## src/design/sfr_params.svh

```systemverilog
`ifndef SFR_PARAMS_SVH
`define SFR_PARAMS_SVH

// register indices, byte address is four times the index
`define SFR_IDX_SER0 8'h99
`define SFR_IDX_SER1 8'h9A
`define SFR_IDX_EIEA 8'h9B
`define SFR_IDX_EIEB 8'h9C
`define SFR_IDX_CHIP 8'h9F
`define SFR_IDX_SSTAT 8'hE0

// address slicing of haddr
`define SFR_IDX_LSB 2
`define SFR_IDX_MSB 9
`define SFR_HI_LSB 10
`define SFR_HI_ZERO 22'h00_0000
`define SFR_RD_PAD 24'h00_0000

// reset values
`define SFR_RST_BYTE 8'h00

// second enable register: only bits 2..0 exist
`define SFR_EIEB_MASK 8'h07
`define SFR_EIEB_W 3

// chip control bits
`define SFR_CHIP_SWRST 7
`define SFR_CHIP_FAULT 6
`define SFR_CHIP_BOOT 1
`define SFR_CHIP_PEN 0

// serial status bits
`define SFR_SST_TX0DONE 0
`define SFR_SST_TX0BUSY 1
`define SFR_SST_TX1DONE 2
`define SFR_SST_TX1BUSY 3

// interrupt request vector positions
`define SFR_IRQ_I2C 0
`define SFR_IRQ_PIN 1
`define SFR_IRQ_CAP 2
`define SFR_IRQ_PWM 3
`define SFR_IRQ_WDT 4
`define SFR_IRQ_FB 5
`define SFR_IRQ_SPI 6
`define SFR_IRQ_T2 7
`define SFR_IRQ_SER1 8
`define SFR_IRQ_T3 9
`define SFR_IRQ_WKT 10
`define SFR_IRQ_N 11

// bus encodings
`define SFR_HRESP_OKAY 1'b0

// serial frame: start, eight data, stop
`define SFR_FRAME_BITS 10
`define SFR_BAUD_DIV 16
`define SFR_START_BIT 1'b0
`define SFR_STOP_BIT 1'b1

`endif

```

## src/design/sfr_pkg.sv

```systemverilog
package sfr_pkg;

    // bus phase tracker
    typedef enum logic [3:0] {
        SFR_PH_IDLE = 4'b0001,
        SFR_PH_WRITE = 4'b0010,
        SFR_PH_RDWAIT = 4'b0100,
        SFR_PH_RDOUT = 4'b1000
    } sfr_phase_t;

    // transmit shifter state
    typedef enum logic [1:0] {
        SFR_TX_IDLE = 2'b01,
        SFR_TX_SHIFT = 2'b10
    } sfr_tx_state_t;

    typedef logic [7:0] sfr_byte_t;
    typedef logic [10:0] sfr_irq_vec_t;

endpackage

```

## src/design/sfr_tx_if.sv

```systemverilog
`timescale 1ns/100ps
interface sfr_tx_if;
    import sfr_pkg::*;
    logic load;
    sfr_byte_t data;
    logic busy;
    logic done;

    // register side starts frames, shifter reports back
    modport ctl (output load, output data, input busy, input done);
    modport shifter (input load, input data, output busy, output done);
endinterface

```

## src/design/sfr_bank.sv

```systemverilog
// How it works
// - reading serial 0 buffer returns the receive register
// - serial 1 buffer works the same at its own address
// - enable a bit 7 gates timer 2 overflow request
// - enable a bit 6 gates the OR of three spi flags
// - enable a bit 5 gates the brake fault request
// - enable a bit 4 gates the watchdog request
// - enable a bit 3 gates the pwm request
// - enable a bit 2 gates the OR of three capture flags
// - enable a bit 1 gates the OR of pin event flags
// - enable a bit 0 gates i2c event or timeout
// - enable b bit 2 gates wake-up timer request
// - enable b bit 1 gates timer 3 overflow request
// - enable b bit 0 gates serial 1 transmit or receive done
// - programming fault flag set on bad trigger, cleared only by software
// - programming enable bit turns on fast internal oscillator
// - boot select bit picks application or loader flash after reset
// - serial 0 transmit done flag set when frame finishes, software clears
`timescale 1ns/100ps
`include "sfr_params.svh"
module sfr_bank #(
    parameter int BAUD_DIV = `SFR_BAUD_DIV
) (
    // clock and reset
    input wire logic clk_i,
    input wire logic nrst_i,
    // ahb-lite slave
    input wire logic hsel_i,
    input wire logic [31:0] haddr_i,
    input wire logic [1:0] htrans_i,
    input wire logic hwrite_i,
    input wire logic [2:0] hsize_i,
    input wire logic [31:0] hwdata_i,
    input wire logic hready_i,
    output logic hreadyout_o,
    output logic hresp_o,
    output logic [31:0] hrdata_o,
    // serial receive bytes from the ports
    input wire logic rx0_load_i,
    input wire sfr_pkg::sfr_byte_t rx0_data_i,
    input wire logic rx1_load_i,
    input wire sfr_pkg::sfr_byte_t rx1_data_i,
    // serial transmit lines
    output logic txd0_o,
    output logic txd1_o,
    // peripheral request flags
    input wire logic timer2_overflow_flag_i,
    input wire logic spi_done_flag_i,
    input wire logic spi_overrun_flag_i,
    input wire logic mode_fault_flag_i,
    input wire logic brake_fault_flag_i,
    input wire logic watchdog_flag_i,
    input wire logic pwm_period_flag_i,
    input wire logic [2:0] capture_flags_i,
    input wire sfr_pkg::sfr_byte_t pin_event_flags_i,
    input wire logic i2c_event_flag_i,
    input wire logic i2c_timeout_flag_i,
    input wire logic wakeup_timer_flag_i,
    input wire logic timer3_overflow_flag_i,
    input wire logic serial1_rx_done_i,
    // gated requests to interrupt controller
    output sfr_pkg::sfr_irq_vec_t irq_req_o,
    // flash programming
    input wire logic flash_prog_trigger_i,
    input wire logic addr_oversize_i,
    input wire logic cmd_invalid_i,
    input wire logic block_disabled_i,
    input wire logic below_bod_i,
    input wire logic bod_protect_i,
    output logic flash_prog_enable_o,
    output logic fast_osc_en_o,
    output logic boot_from_loader_o
);
    import sfr_pkg::*;

    localparam int TX_BOUND = `SFR_FRAME_BITS * BAUD_DIV + 4;

    sfr_phase_t phase;
    sfr_phase_t next_phase;
    logic take;
    logic [7:0] idx_q;
    logic hit_q;
    logic wr_stb;
    sfr_byte_t wr_byte;
    sfr_byte_t rd_mux;
    sfr_byte_t tx0_buf;
    sfr_byte_t tx1_buf;
    sfr_byte_t rx0_reg;
    sfr_byte_t rx1_reg;
    sfr_byte_t eie_a;
    logic [`SFR_EIEB_W-1:0] eie_b;
    logic prog_fault;
    logic boot_sel;
    logic prog_en;
    logic tx0_done_flag;
    logic tx1_done_flag;
    logic fault_hit;
    logic [1:0] tx_busy;
    logic [1:0] tx_done;
    logic [1:0] txd;
    sfr_irq_vec_t irq_src;
    sfr_irq_vec_t irq_en;

    // bus handshake: reads take one wait state so read data comes from flops
    assign take = hsel_i && hready_i && htrans_i[1];
    assign hreadyout_o = (phase != SFR_PH_RDWAIT);
    assign hresp_o = `SFR_HRESP_OKAY;
    assign wr_stb = (phase == SFR_PH_WRITE) && hit_q;
    assign wr_byte = hwdata_i[7:0];

    // next bus phase
    always_comb begin
        next_phase = SFR_PH_IDLE;
        case (phase)
            SFR_PH_IDLE, SFR_PH_WRITE, SFR_PH_RDOUT: begin
                if (take) begin
                    next_phase = hwrite_i ? SFR_PH_WRITE : SFR_PH_RDWAIT;
                end
            end
            SFR_PH_RDWAIT: begin
                next_phase = SFR_PH_RDOUT;
            end
            default: begin
                next_phase = SFR_PH_IDLE;
            end
        endcase
    end

    // phase register
    always_ff @(posedge clk_i or negedge nrst_i) begin
        if (!nrst_i) begin
            phase <= SFR_PH_IDLE;
        end else begin
            phase <= next_phase;
        end
    end

    // address phase capture
    always_ff @(posedge clk_i or negedge nrst_i) begin
        if (!nrst_i) begin
            idx_q <= `SFR_RST_BYTE;
            hit_q <= 1'b0;
        end else if (take) begin
            idx_q <= haddr_i[`SFR_IDX_MSB:`SFR_IDX_LSB];
            hit_q <= (haddr_i[31:`SFR_HI_LSB] == `SFR_HI_ZERO);
        end
    end

    // read mux, unmapped reads zero
    always_comb begin
        rd_mux = `SFR_RST_BYTE;
        if (hit_q) begin
            case (idx_q)
                `SFR_IDX_SER0: rd_mux = rx0_reg;
                `SFR_IDX_SER1: rd_mux = rx1_reg;
                `SFR_IDX_EIEA: rd_mux = eie_a;
                `SFR_IDX_EIEB: rd_mux = {5'h00, eie_b};
                `SFR_IDX_CHIP: rd_mux = {1'b0, prog_fault, 4'h0, boot_sel, prog_en};
                `SFR_IDX_SSTAT: rd_mux = {4'h0, tx_busy[1], tx1_done_flag, tx_busy[0], tx0_done_flag};
                default: rd_mux = `SFR_RST_BYTE;
            endcase
        end
    end

    // read data register, loaded in the wait state
    always_ff @(posedge clk_i or negedge nrst_i) begin
        if (!nrst_i) begin
            hrdata_o <= '0;
        end else if (phase == SFR_PH_RDWAIT) begin
            hrdata_o <= {`SFR_RD_PAD, rd_mux};
        end
    end

    // transmit buffers hold the last written byte
    always_ff @(posedge clk_i or negedge nrst_i) begin
        if (!nrst_i) begin
            tx0_buf <= `SFR_RST_BYTE;
            tx1_buf <= `SFR_RST_BYTE;
        end else if (wr_stb) begin
            if (idx_q == `SFR_IDX_SER0) begin
                tx0_buf <= wr_byte;
            end
            if (idx_q == `SFR_IDX_SER1) begin
                tx1_buf <= wr_byte;
            end
        end
    end

    // receive registers, separate from the transmit side
    always_ff @(posedge clk_i or negedge nrst_i) begin
        if (!nrst_i) begin
            rx0_reg <= `SFR_RST_BYTE;
            rx1_reg <= `SFR_RST_BYTE;
        end else begin
            if (rx0_load_i) begin
                rx0_reg <= rx0_data_i;
            end
            if (rx1_load_i) begin
                rx1_reg <= rx1_data_i;
            end
        end
    end

    // one shifter per serial port, started only by a buffer write
    generate
        for (genvar ch = 0; ch < 2; ch++) begin : g_tx
            sfr_tx_if txc();
            assign txc.load = wr_stb && (idx_q == ((ch == 0) ? `SFR_IDX_SER0 : `SFR_IDX_SER1));
            assign txc.data = wr_byte;
            assign tx_busy[ch] = txc.busy;
            assign tx_done[ch] = txc.done;
            sfr_serial_tx #(.BAUD_DIV(BAUD_DIV)) u_tx (
                .clk_i(clk_i),
                .nrst_i(nrst_i),
                .tx(txc.shifter),
                .txd_o(txd[ch])
            );
        end
    endgenerate

    assign txd0_o = txd[0];
    assign txd1_o = txd[1];

    // transmit done flags, write one to clear, a set wins
    always_ff @(posedge clk_i or negedge nrst_i) begin
        if (!nrst_i) begin
            tx0_done_flag <= 1'b0;
            tx1_done_flag <= 1'b0;
        end else begin
            if (tx_done[0]) begin
                tx0_done_flag <= 1'b1;
            end else if (wr_stb && idx_q == `SFR_IDX_SSTAT && wr_byte[`SFR_SST_TX0DONE]) begin
                tx0_done_flag <= 1'b0;
            end
            if (tx_done[1]) begin
                tx1_done_flag <= 1'b1;
            end else if (wr_stb && idx_q == `SFR_IDX_SSTAT && wr_byte[`SFR_SST_TX1DONE]) begin
                tx1_done_flag <= 1'b0;
            end
        end
    end

    // enable registers
    always_ff @(posedge clk_i or negedge nrst_i) begin
        if (!nrst_i) begin
            eie_a <= `SFR_RST_BYTE;
            eie_b <= '0;
        end else if (wr_stb) begin
            if (idx_q == `SFR_IDX_EIEA) begin
                eie_a <= wr_byte;
            end
            if (idx_q == `SFR_IDX_EIEB) begin
                eie_b <= wr_byte[`SFR_EIEB_W-1:0];
            end
        end
    end

    // chip control: boot select and programming enable
    always_ff @(posedge clk_i or negedge nrst_i) begin
        if (!nrst_i) begin
            boot_sel <= 1'b0;
            prog_en <= 1'b0;
        end else if (wr_stb && idx_q == `SFR_IDX_CHIP) begin
            boot_sel <= wr_byte[`SFR_CHIP_BOOT];
            prog_en <= wr_byte[`SFR_CHIP_PEN];
        end
    end

    // fault conditions checked when programming is triggered
    assign fault_hit = flash_prog_trigger_i
        && (addr_oversize_i || cmd_invalid_i || block_disabled_i || (below_bod_i && !bod_protect_i));

    // programming fault flag, a set wins over a software clear
    always_ff @(posedge clk_i or negedge nrst_i) begin
        if (!nrst_i) begin
            prog_fault <= 1'b0;
        end else if (fault_hit) begin
            prog_fault <= 1'b1;
        end else if (wr_stb && idx_q == `SFR_IDX_CHIP && !wr_byte[`SFR_CHIP_FAULT]) begin
            prog_fault <= 1'b0;
        end
    end

    assign flash_prog_enable_o = prog_en;
    assign fast_osc_en_o = prog_en;
    assign boot_from_loader_o = boot_sel;

    // request sources, one entry per enable bit
    always_comb begin
        irq_src = '0;
        irq_src[`SFR_IRQ_T2] = timer2_overflow_flag_i;
        irq_src[`SFR_IRQ_SPI] = spi_done_flag_i || spi_overrun_flag_i || mode_fault_flag_i;
        irq_src[`SFR_IRQ_FB] = brake_fault_flag_i;
        irq_src[`SFR_IRQ_WDT] = watchdog_flag_i;
        irq_src[`SFR_IRQ_PWM] = pwm_period_flag_i;
        irq_src[`SFR_IRQ_CAP] = |capture_flags_i;
        irq_src[`SFR_IRQ_PIN] = |pin_event_flags_i;
        irq_src[`SFR_IRQ_I2C] = i2c_event_flag_i || i2c_timeout_flag_i;
        irq_src[`SFR_IRQ_WKT] = wakeup_timer_flag_i;
        irq_src[`SFR_IRQ_T3] = timer3_overflow_flag_i;
        irq_src[`SFR_IRQ_SER1] = tx1_done_flag || serial1_rx_done_i;
    end

    assign irq_en = {eie_b, eie_a};

    // gated requests, registered
    always_ff @(posedge clk_i or negedge nrst_i) begin
        if (!nrst_i) begin
            irq_req_o <= '0;
        end else begin
            irq_req_o <= irq_src & irq_en;
        end
    end
endmodule

```

## src/design/sfr_serial_tx.sv

```systemverilog
`timescale 1ns/100ps
`include "sfr_params.svh"
module sfr_serial_tx #(
    parameter int BAUD_DIV = `SFR_BAUD_DIV
) (
    // clock and reset
    input wire logic clk_i,
    input wire logic nrst_i,
    // control from register bank
    sfr_tx_if.shifter tx,
    // serial line
    output logic txd_o
);
    import sfr_pkg::*;

    localparam int DIV_W = $clog2(BAUD_DIV + 1);

    sfr_tx_state_t state;
    logic [`SFR_FRAME_BITS-1:0] shreg;
    logic [DIV_W-1:0] div_cnt;
    logic [3:0] bit_cnt;
    logic bit_end;

    assign bit_end = (div_cnt == DIV_W'(BAUD_DIV - 1));
    assign tx.busy = (state == SFR_TX_SHIFT);

    // frame sequencer, load ignored while a frame is running
    always_ff @(posedge clk_i or negedge nrst_i) begin
        if (!nrst_i) begin
            state <= SFR_TX_IDLE;
            bit_cnt <= '0;
            div_cnt <= '0;
        end else begin
            case (state)
                SFR_TX_IDLE: begin
                    div_cnt <= '0;
                    bit_cnt <= '0;
                    if (tx.load) begin
                        state <= SFR_TX_SHIFT;
                    end
                end
                SFR_TX_SHIFT: begin
                    div_cnt <= bit_end ? '0 : div_cnt + 1'b1;
                    if (bit_end) begin
                        bit_cnt <= bit_cnt + 1'b1;
                        if (bit_cnt == 4'(`SFR_FRAME_BITS - 1)) begin
                            state <= SFR_TX_IDLE;
                        end
                    end
                end
                default: begin
                    state <= SFR_TX_IDLE;
                end
            endcase
        end
    end

    // shift register, lsb first
    always_ff @(posedge clk_i or negedge nrst_i) begin
        if (!nrst_i) begin
            shreg <= '1;
        end else if (state == SFR_TX_IDLE && tx.load) begin
            shreg <= {`SFR_STOP_BIT, tx.data, `SFR_START_BIT};
        end else if (state == SFR_TX_SHIFT && bit_end) begin
            shreg <= {1'b1, shreg[`SFR_FRAME_BITS-1:1]};
        end
    end

    // line output registered, idles high
    always_ff @(posedge clk_i or negedge nrst_i) begin
        if (!nrst_i) begin
            txd_o <= 1'b1;
        end else begin
            txd_o <= (state == SFR_TX_SHIFT) ? shreg[0] : 1'b1;
        end
    end

    // one pulse when the stop bit ends
    always_ff @(posedge clk_i or negedge nrst_i) begin
        if (!nrst_i) begin
            tx.done <= 1'b0;
        end else begin
            tx.done <= (state == SFR_TX_SHIFT) && bit_end && (bit_cnt == 4'(`SFR_FRAME_BITS - 1));
        end
    end
endmodule

```

## config.mk

```make
export PLATFORM = sky130hd
export DESIGN_NAME = sfr_bank
export DESIGN_NICKNAME = d
export VERILOG_FILES = /design/src/design/sfr_pkg.sv /design/src/design/sfr_tx_if.sv /design/src/design/sfr_bank.sv /design/src/design/sfr_serial_tx.sv
export VERILOG_INCLUDE_DIRS = /design/src /design/src/design
export SDC_FILE = /design/constraint.sdc
export NUM_CORES = 1
export LEC_CHECK = 0
export ABC_AREA = 1
export ABC_CLOCK_PERIOD_IN_PS = 3700
export BUFFER_PORTS_ARGS = -buffer_cell sky130_fd_sc_hd__buf_2
export CAP_MARGIN = 20
export CORE_MARGIN = 3
export CORE_UTILIZATION = 57
export CTS_BUF_LIST = sky130_fd_sc_hd__clkbuf_8
export DETAILED_ROUTE_END_ITERATION = 7
export PLACE_DENSITY = 0.88
export SLEW_MARGIN = 40
export SYNTH_ARGS = -nofsm -noshare
export SYNTH_HDL_FRONTEND = slang
export SYNTH_HIERARCHICAL = 1
export SYNTH_SLANG_ARGS = --single-unit
```

## constraint.sdc

```tcl
create_clock -name clk_i -period 3.7 [get_ports clk_i]
set_clock_uncertainty 0.1 [all_clocks]
set_input_delay 0.555 -clock clk_i [delete_from_list [all_inputs] [get_ports clk_i]]
set_output_delay 0.555 -clock clk_i [all_outputs]
set_load 0.02 [all_outputs]
```

==> results by stage <==
Run status:
- The flow ran to the end, and the final reports show no timing, DRC or antenna violations.

Layout:
- Leaving out fill and tap cells, the most frequent cell in the layout is sky130_fd_sc_hd__nand2_1.
- The largest registers in the layout are g_tx.u_tx/shreg x18, irq_req_o x11, g_tx.u_tx/div_cnt x10.
- Relative to the synthesized area, the layout overhead comes to 13.2%.
- The post-route netlist has 31.5% of its cells at a drive strength greater than 1.
- The register with the most flip-flops in the layout has 18 of them.
- The number of inserted diodes is 0.
- The fill cell instance count of the final layout is 727.
- The library cells used most frequently in the layout, excluding fill and tap cells, are sky130_fd_sc_hd__nand2_1 (141), sky130_fd_sc_hd__buf_2 (114), sky130_fd_sc_hd__dfrtp_1 (85), sky130_fd_sc_hd__nand3_1 (69), sky130_fd_sc_hd__inv_1 (53).
- The number of cells in the finished layout apart from fillers is 853.
- The register containing the most flip-flops in the final layout is g_tx.u_tx/shreg.
- After the last flow step, the layout net total stands at 850.

Detailed routing:
- In this run, the number of DRC markers left after iteration 0 of detailed routing was 253.
- The routed wire length is 11700 um.
- The detailed router placed 4440 vias in this run.
- For this run, design rule violations remaining after detail routing come to 0.
- The first-pass iteration count of the detailed router is 4.
- Dividing the detail-routed wire length by the instance count gives 13.8 um.
- The vias per cell is 5.21.
- Once detail routing completed, the nets flagged for antenna violations numbered 0.

Clock tree:
- After clock tree synthesis, the repair step resized 0 gates.
- In this run the number of H-tree levels came out at 3.
- At the later pin of the worst-skew pair, clock insertion delay measures 370 ps.
- For this design, the sink count on the clock tree is 108.
- The CTS tree is done.
- The clock root buffer is sky130_fd_sc_hd__clkbuf_8.
- Clock tree synthesis inserted a total of 9 buffers.
- The CTS clock-pin slew for the worst setup and hold paths is 90 ps.
- After clock tree synthesis, the flow added hold-fix buffers numbering 0.
- The clock passes through at most 2 buffers.
- After clock tree synthesis, the setup repair step added 0 buffers.

STA:
- Based on the critical path, the design can be clocked at up to 377 MHz.
- The total negative setup slack is 0 ps.
- Setup repair after global routing left no endpoint under its margin.
- The worst path in the final design needs a cycle of 2650 ps, including I/O delays and setup.
- The worst pin sits at a relative slew slack of 54.5%.
- The final critical-path setup slack is 1050 ps.
- Setup violations remaining at the end of the flow were counted as 0.
- The post-route worst hold slack is 62.0 ps.
- For the pin with the worst max-slew slack, the measured transition is 681 ps.
- The final max-slew violation count is 0.
- The final count of hold timing violations is 0.
- Dividing the final minimum period by the clock period gives 71.6%.

Global routing:
- The first global-routing pass estimated 20200 um of wire.
- The overall fraction of global-route tracks in use is 22.7%.
- Entering global routing, the biggest net connects 71 pins.
- The initial antenna violation count is 0.
- The number of global-route vias before repair is 4434.
- The remaining global-route overflow is 0.

Setup path:
- The launching element of the worst setup path is idx_q[5].
- For the worst flop-to-flop path, the logic depth is 11.
- The worst setup path is of the reg2reg kind.
- The signal on the critical path passes through inv_1 -> nand2_1 -> nor2_8 -> nand2_1 -> nor2_1 -> nand2_1 -> inv_1 -> nand2_1 -> nand2_1 -> nand2_1 -> nand2_1.
- The number of buffer and inverter instances along the worst setup path is 2.
- Data on the critical path is required at its endpoint by 3910 ps.
- For flop-to-flop paths, the worst setup slack is 1050 ps.
- The worst setup path is captured at a flip-flop.
- For this run, the slowest stage of the critical path takes 440 ps.
- The slowest stage of the critical path belongs to the cell sky130_fd_sc_hd__nand2_1.
- The capture point of the worst reg-to-reg path is g_tx[0].u_tx/shreg[7].
- The most frequent cell on the critical path is sky130_fd_sc_hd__nand2_1.
- The arrival time reported for the critical path endpoint is 2860 ps.
- The worst setup path is launched from a flip-flop.
- The cell class contributing the biggest share of worst-path delay is simple AND/OR/NAND/NOR gates.
- The reg-to-reg critical path startpoint is idx_q[5].
- Along the worst path, the maximum fanout reaches 35.

Pwr:
- The net switching power is 0.844 mW.
- For this design the ratio of total power to cell area is 415 mW/mm^2.
- The internal power of the cells totals 1.75 mW.
- The combinational cell fraction of total power is 23.0%.
- The leakage power figure is 3.22 nW.
- Across the VDD grid, the largest voltage drop is 0.000397 V.
- The clock network accounts for 25.5% of the total power.
- The net switching share of the total power is 32.5%.
- The sequential share of power is 51.6%.

Floorplan:
- The die is 105 um wide.
- The number of primary I/O pins is 171.
- The initialized floorplan defines 35 standard-cell rows.
- The core region is 0.00933 sq mm.
- The starting density of the core is 59.3%.
- The die outline height is 105 um.
- The die outline area is 0.0109 sq mm.

Synthesis:
- The count of mapped cells out of synthesis is 606.
- The mean cell area of the mapped netlist is 9.13 sq um.
- Yosys mapped a number of flops with a built-in enable equal to 0.
- In the synthesized netlist the dominant register cell turns out to be sky130_fd_sc_hd__dfrtp_1.
- In this run the cell area of the synthesized design comes to 0.00553 sq mm.
- The sequential area share after synthesis is 49.4%.
- In the synthesized netlist the async set-or-reset flop fraction comes to 100%.
- The post-synthesis sequential element count is 108.
- The count of yosys warnings during synthesis is 6.
- Synthesis instantiated 38 different standard cells from the library.

Placement:
- The number of cells in the design after placement is 837.
- The final estimated routing congestion in global placement is 0.793.
- The total half-perimeter wirelength after legalization and detailed placement is 9040 um.
- Timing analysis after detailed placement gives a worst setup slack of 1110 ps.
- During placement, the flow inserted port buffers numbering 115.

Min path:
- The worst hold path belongs to the class in2async.

Job:
- The total of max-cap violations is 0.
[kinds of logic after synthesis]
family,share of synthesized area [%]
compound gates,6.96
xor+xnor,0.950
fa+ha+maj,2.26
buf+inv,9.16
flops,49.4
mux,2.65
other cells,0.0678
simple gates,28.6
[metal layers]
layer	GRT usage (%)	vias up	share of wire, %
met5	0	-	0
met4	7.31	0	1.5
met3	4.57	13	6.3
met2	40.0	151	51
met1	27.9	2114	41
li1	-	2162	-
[worst max path at each step]
stage,endpoint,slack (ps),cells after the start
detailed placement,g_tx[0].u_tx/shreg[7],1110,11
global route,g_tx[0].u_tx/shreg[7],780,11
global placement,g_tx[0].u_tx/shreg[7],1200,11
floorplan,g_tx[1].u_tx/shreg[8],1950,10
CTS,g_tx[0].u_tx/shreg[7],1100,11
finish,g_tx[0].u_tx/shreg[7],1050,11
[worst register-to-register path: stages (launching register included)]
cell	delay (ps)
sky130_fd_sc_hd__dfrtp_1	390
sky130_fd_sc_hd__inv_1	70
sky130_fd_sc_hd__nand2_1	120
sky130_fd_sc_hd__nor2_8	380
sky130_fd_sc_hd__nand2_1	180
sky130_fd_sc_hd__nor2_1	270
sky130_fd_sc_hd__nand2_1	440
sky130_fd_sc_hd__inv_1	370
sky130_fd_sc_hd__nand2_1	80
sky130_fd_sc_hd__nand2_1	70
sky130_fd_sc_hd__nand2_1	50
sky130_fd_sc_hd__nand2_1	60
[cell type report]
class / instances / area, sq um / area share [%]
clock buffers: 11 / 151 / 2.42
clock inverters: 5 / 30.0 / 0.479
inverters: 56 / 210 / 3.35
repair buffers: 117 / 597 / 9.52
multi-input cells: 427 / 2390 / 38.1
flip-flops and latches: 108 / 2730 / 43.6
well taps: 129 / 161 / 2.58
[power by group through the flow]
| stage | Sequential [mW] | Clock, mW | Combinational (mW) |
|---|---|---|---|
| after CTS | 1.34 | 0.681 | 0.596 |
| after global routing | 1.36 | 0.731 | 0.679 |
| after global placement | 1.36 | 0 | 0.560 |
| after detailed placement | 1.36 | 0 | 0.593 |
| after floorplan | 1.37 | 0 | 0.425 |
| final | 1.34 | 0.661 | 0.596 |
[per-stage QoR]
stage / total power, mW / util [%] / cell area, sq um
2_1_floorplan: 1.79 / - / 5620
3_3_place_gp: 1.92 / 65.2 / 6080
3_5_place_dp: 1.95 / 65.2 / 6080
4_1_cts: 2.62 / 67.1 / 6260
5_1_grt: 2.76 / 67.2 / 6270
6_report: 2.60 / 67.2 / 6270
[cell usage after synthesis (3+ instances only)]
cell type	number	area, sq um
sky130_fd_sc_hd__buf_2	3	15.0
sky130_fd_sc_hd__ha_1	10	125
sky130_fd_sc_hd__dfrtp_1	85	2130
sky130_fd_sc_hd__nand3_1	69	345
sky130_fd_sc_hd__mux2_2	13	146
sky130_fd_sc_hd__xor2_1	4	35.0
sky130_fd_sc_hd__buf_4	27	203
sky130_fd_sc_hd__nand2_1	141	529
sky130_fd_sc_hd__dfstp_2	23	604
sky130_fd_sc_hd__inv_2	4	15.0
sky130_fd_sc_hd__o21ai_0	21	105
sky130_fd_sc_hd__o21ai_1	8	40.0
sky130_fd_sc_hd__nand3_2	20	200
sky130_fd_sc_hd__nand2_2	6	37.5
sky130_fd_sc_hd__a21oi_1	8	40.0
sky130_fd_sc_hd__nor4_1	3	18.8
sky130_fd_sc_hd__buf_6	6	67.6
sky130_fd_sc_hd__inv_1	51	191
sky130_fd_sc_hd__nor2_4	8	90.1
sky130_fd_sc_hd__o21bai_1	3	22.5
sky130_fd_sc_hd__o21ai_2	13	114
sky130_fd_sc_hd__nand4_1	17	106
sky130_fd_sc_hd__or2_2	3	18.8
sky130_fd_sc_hd__nor2_1	37	139
sky130_fd_sc_hd__clkbuf_1	3	11.3
Power figures use the tool's default switching activity.
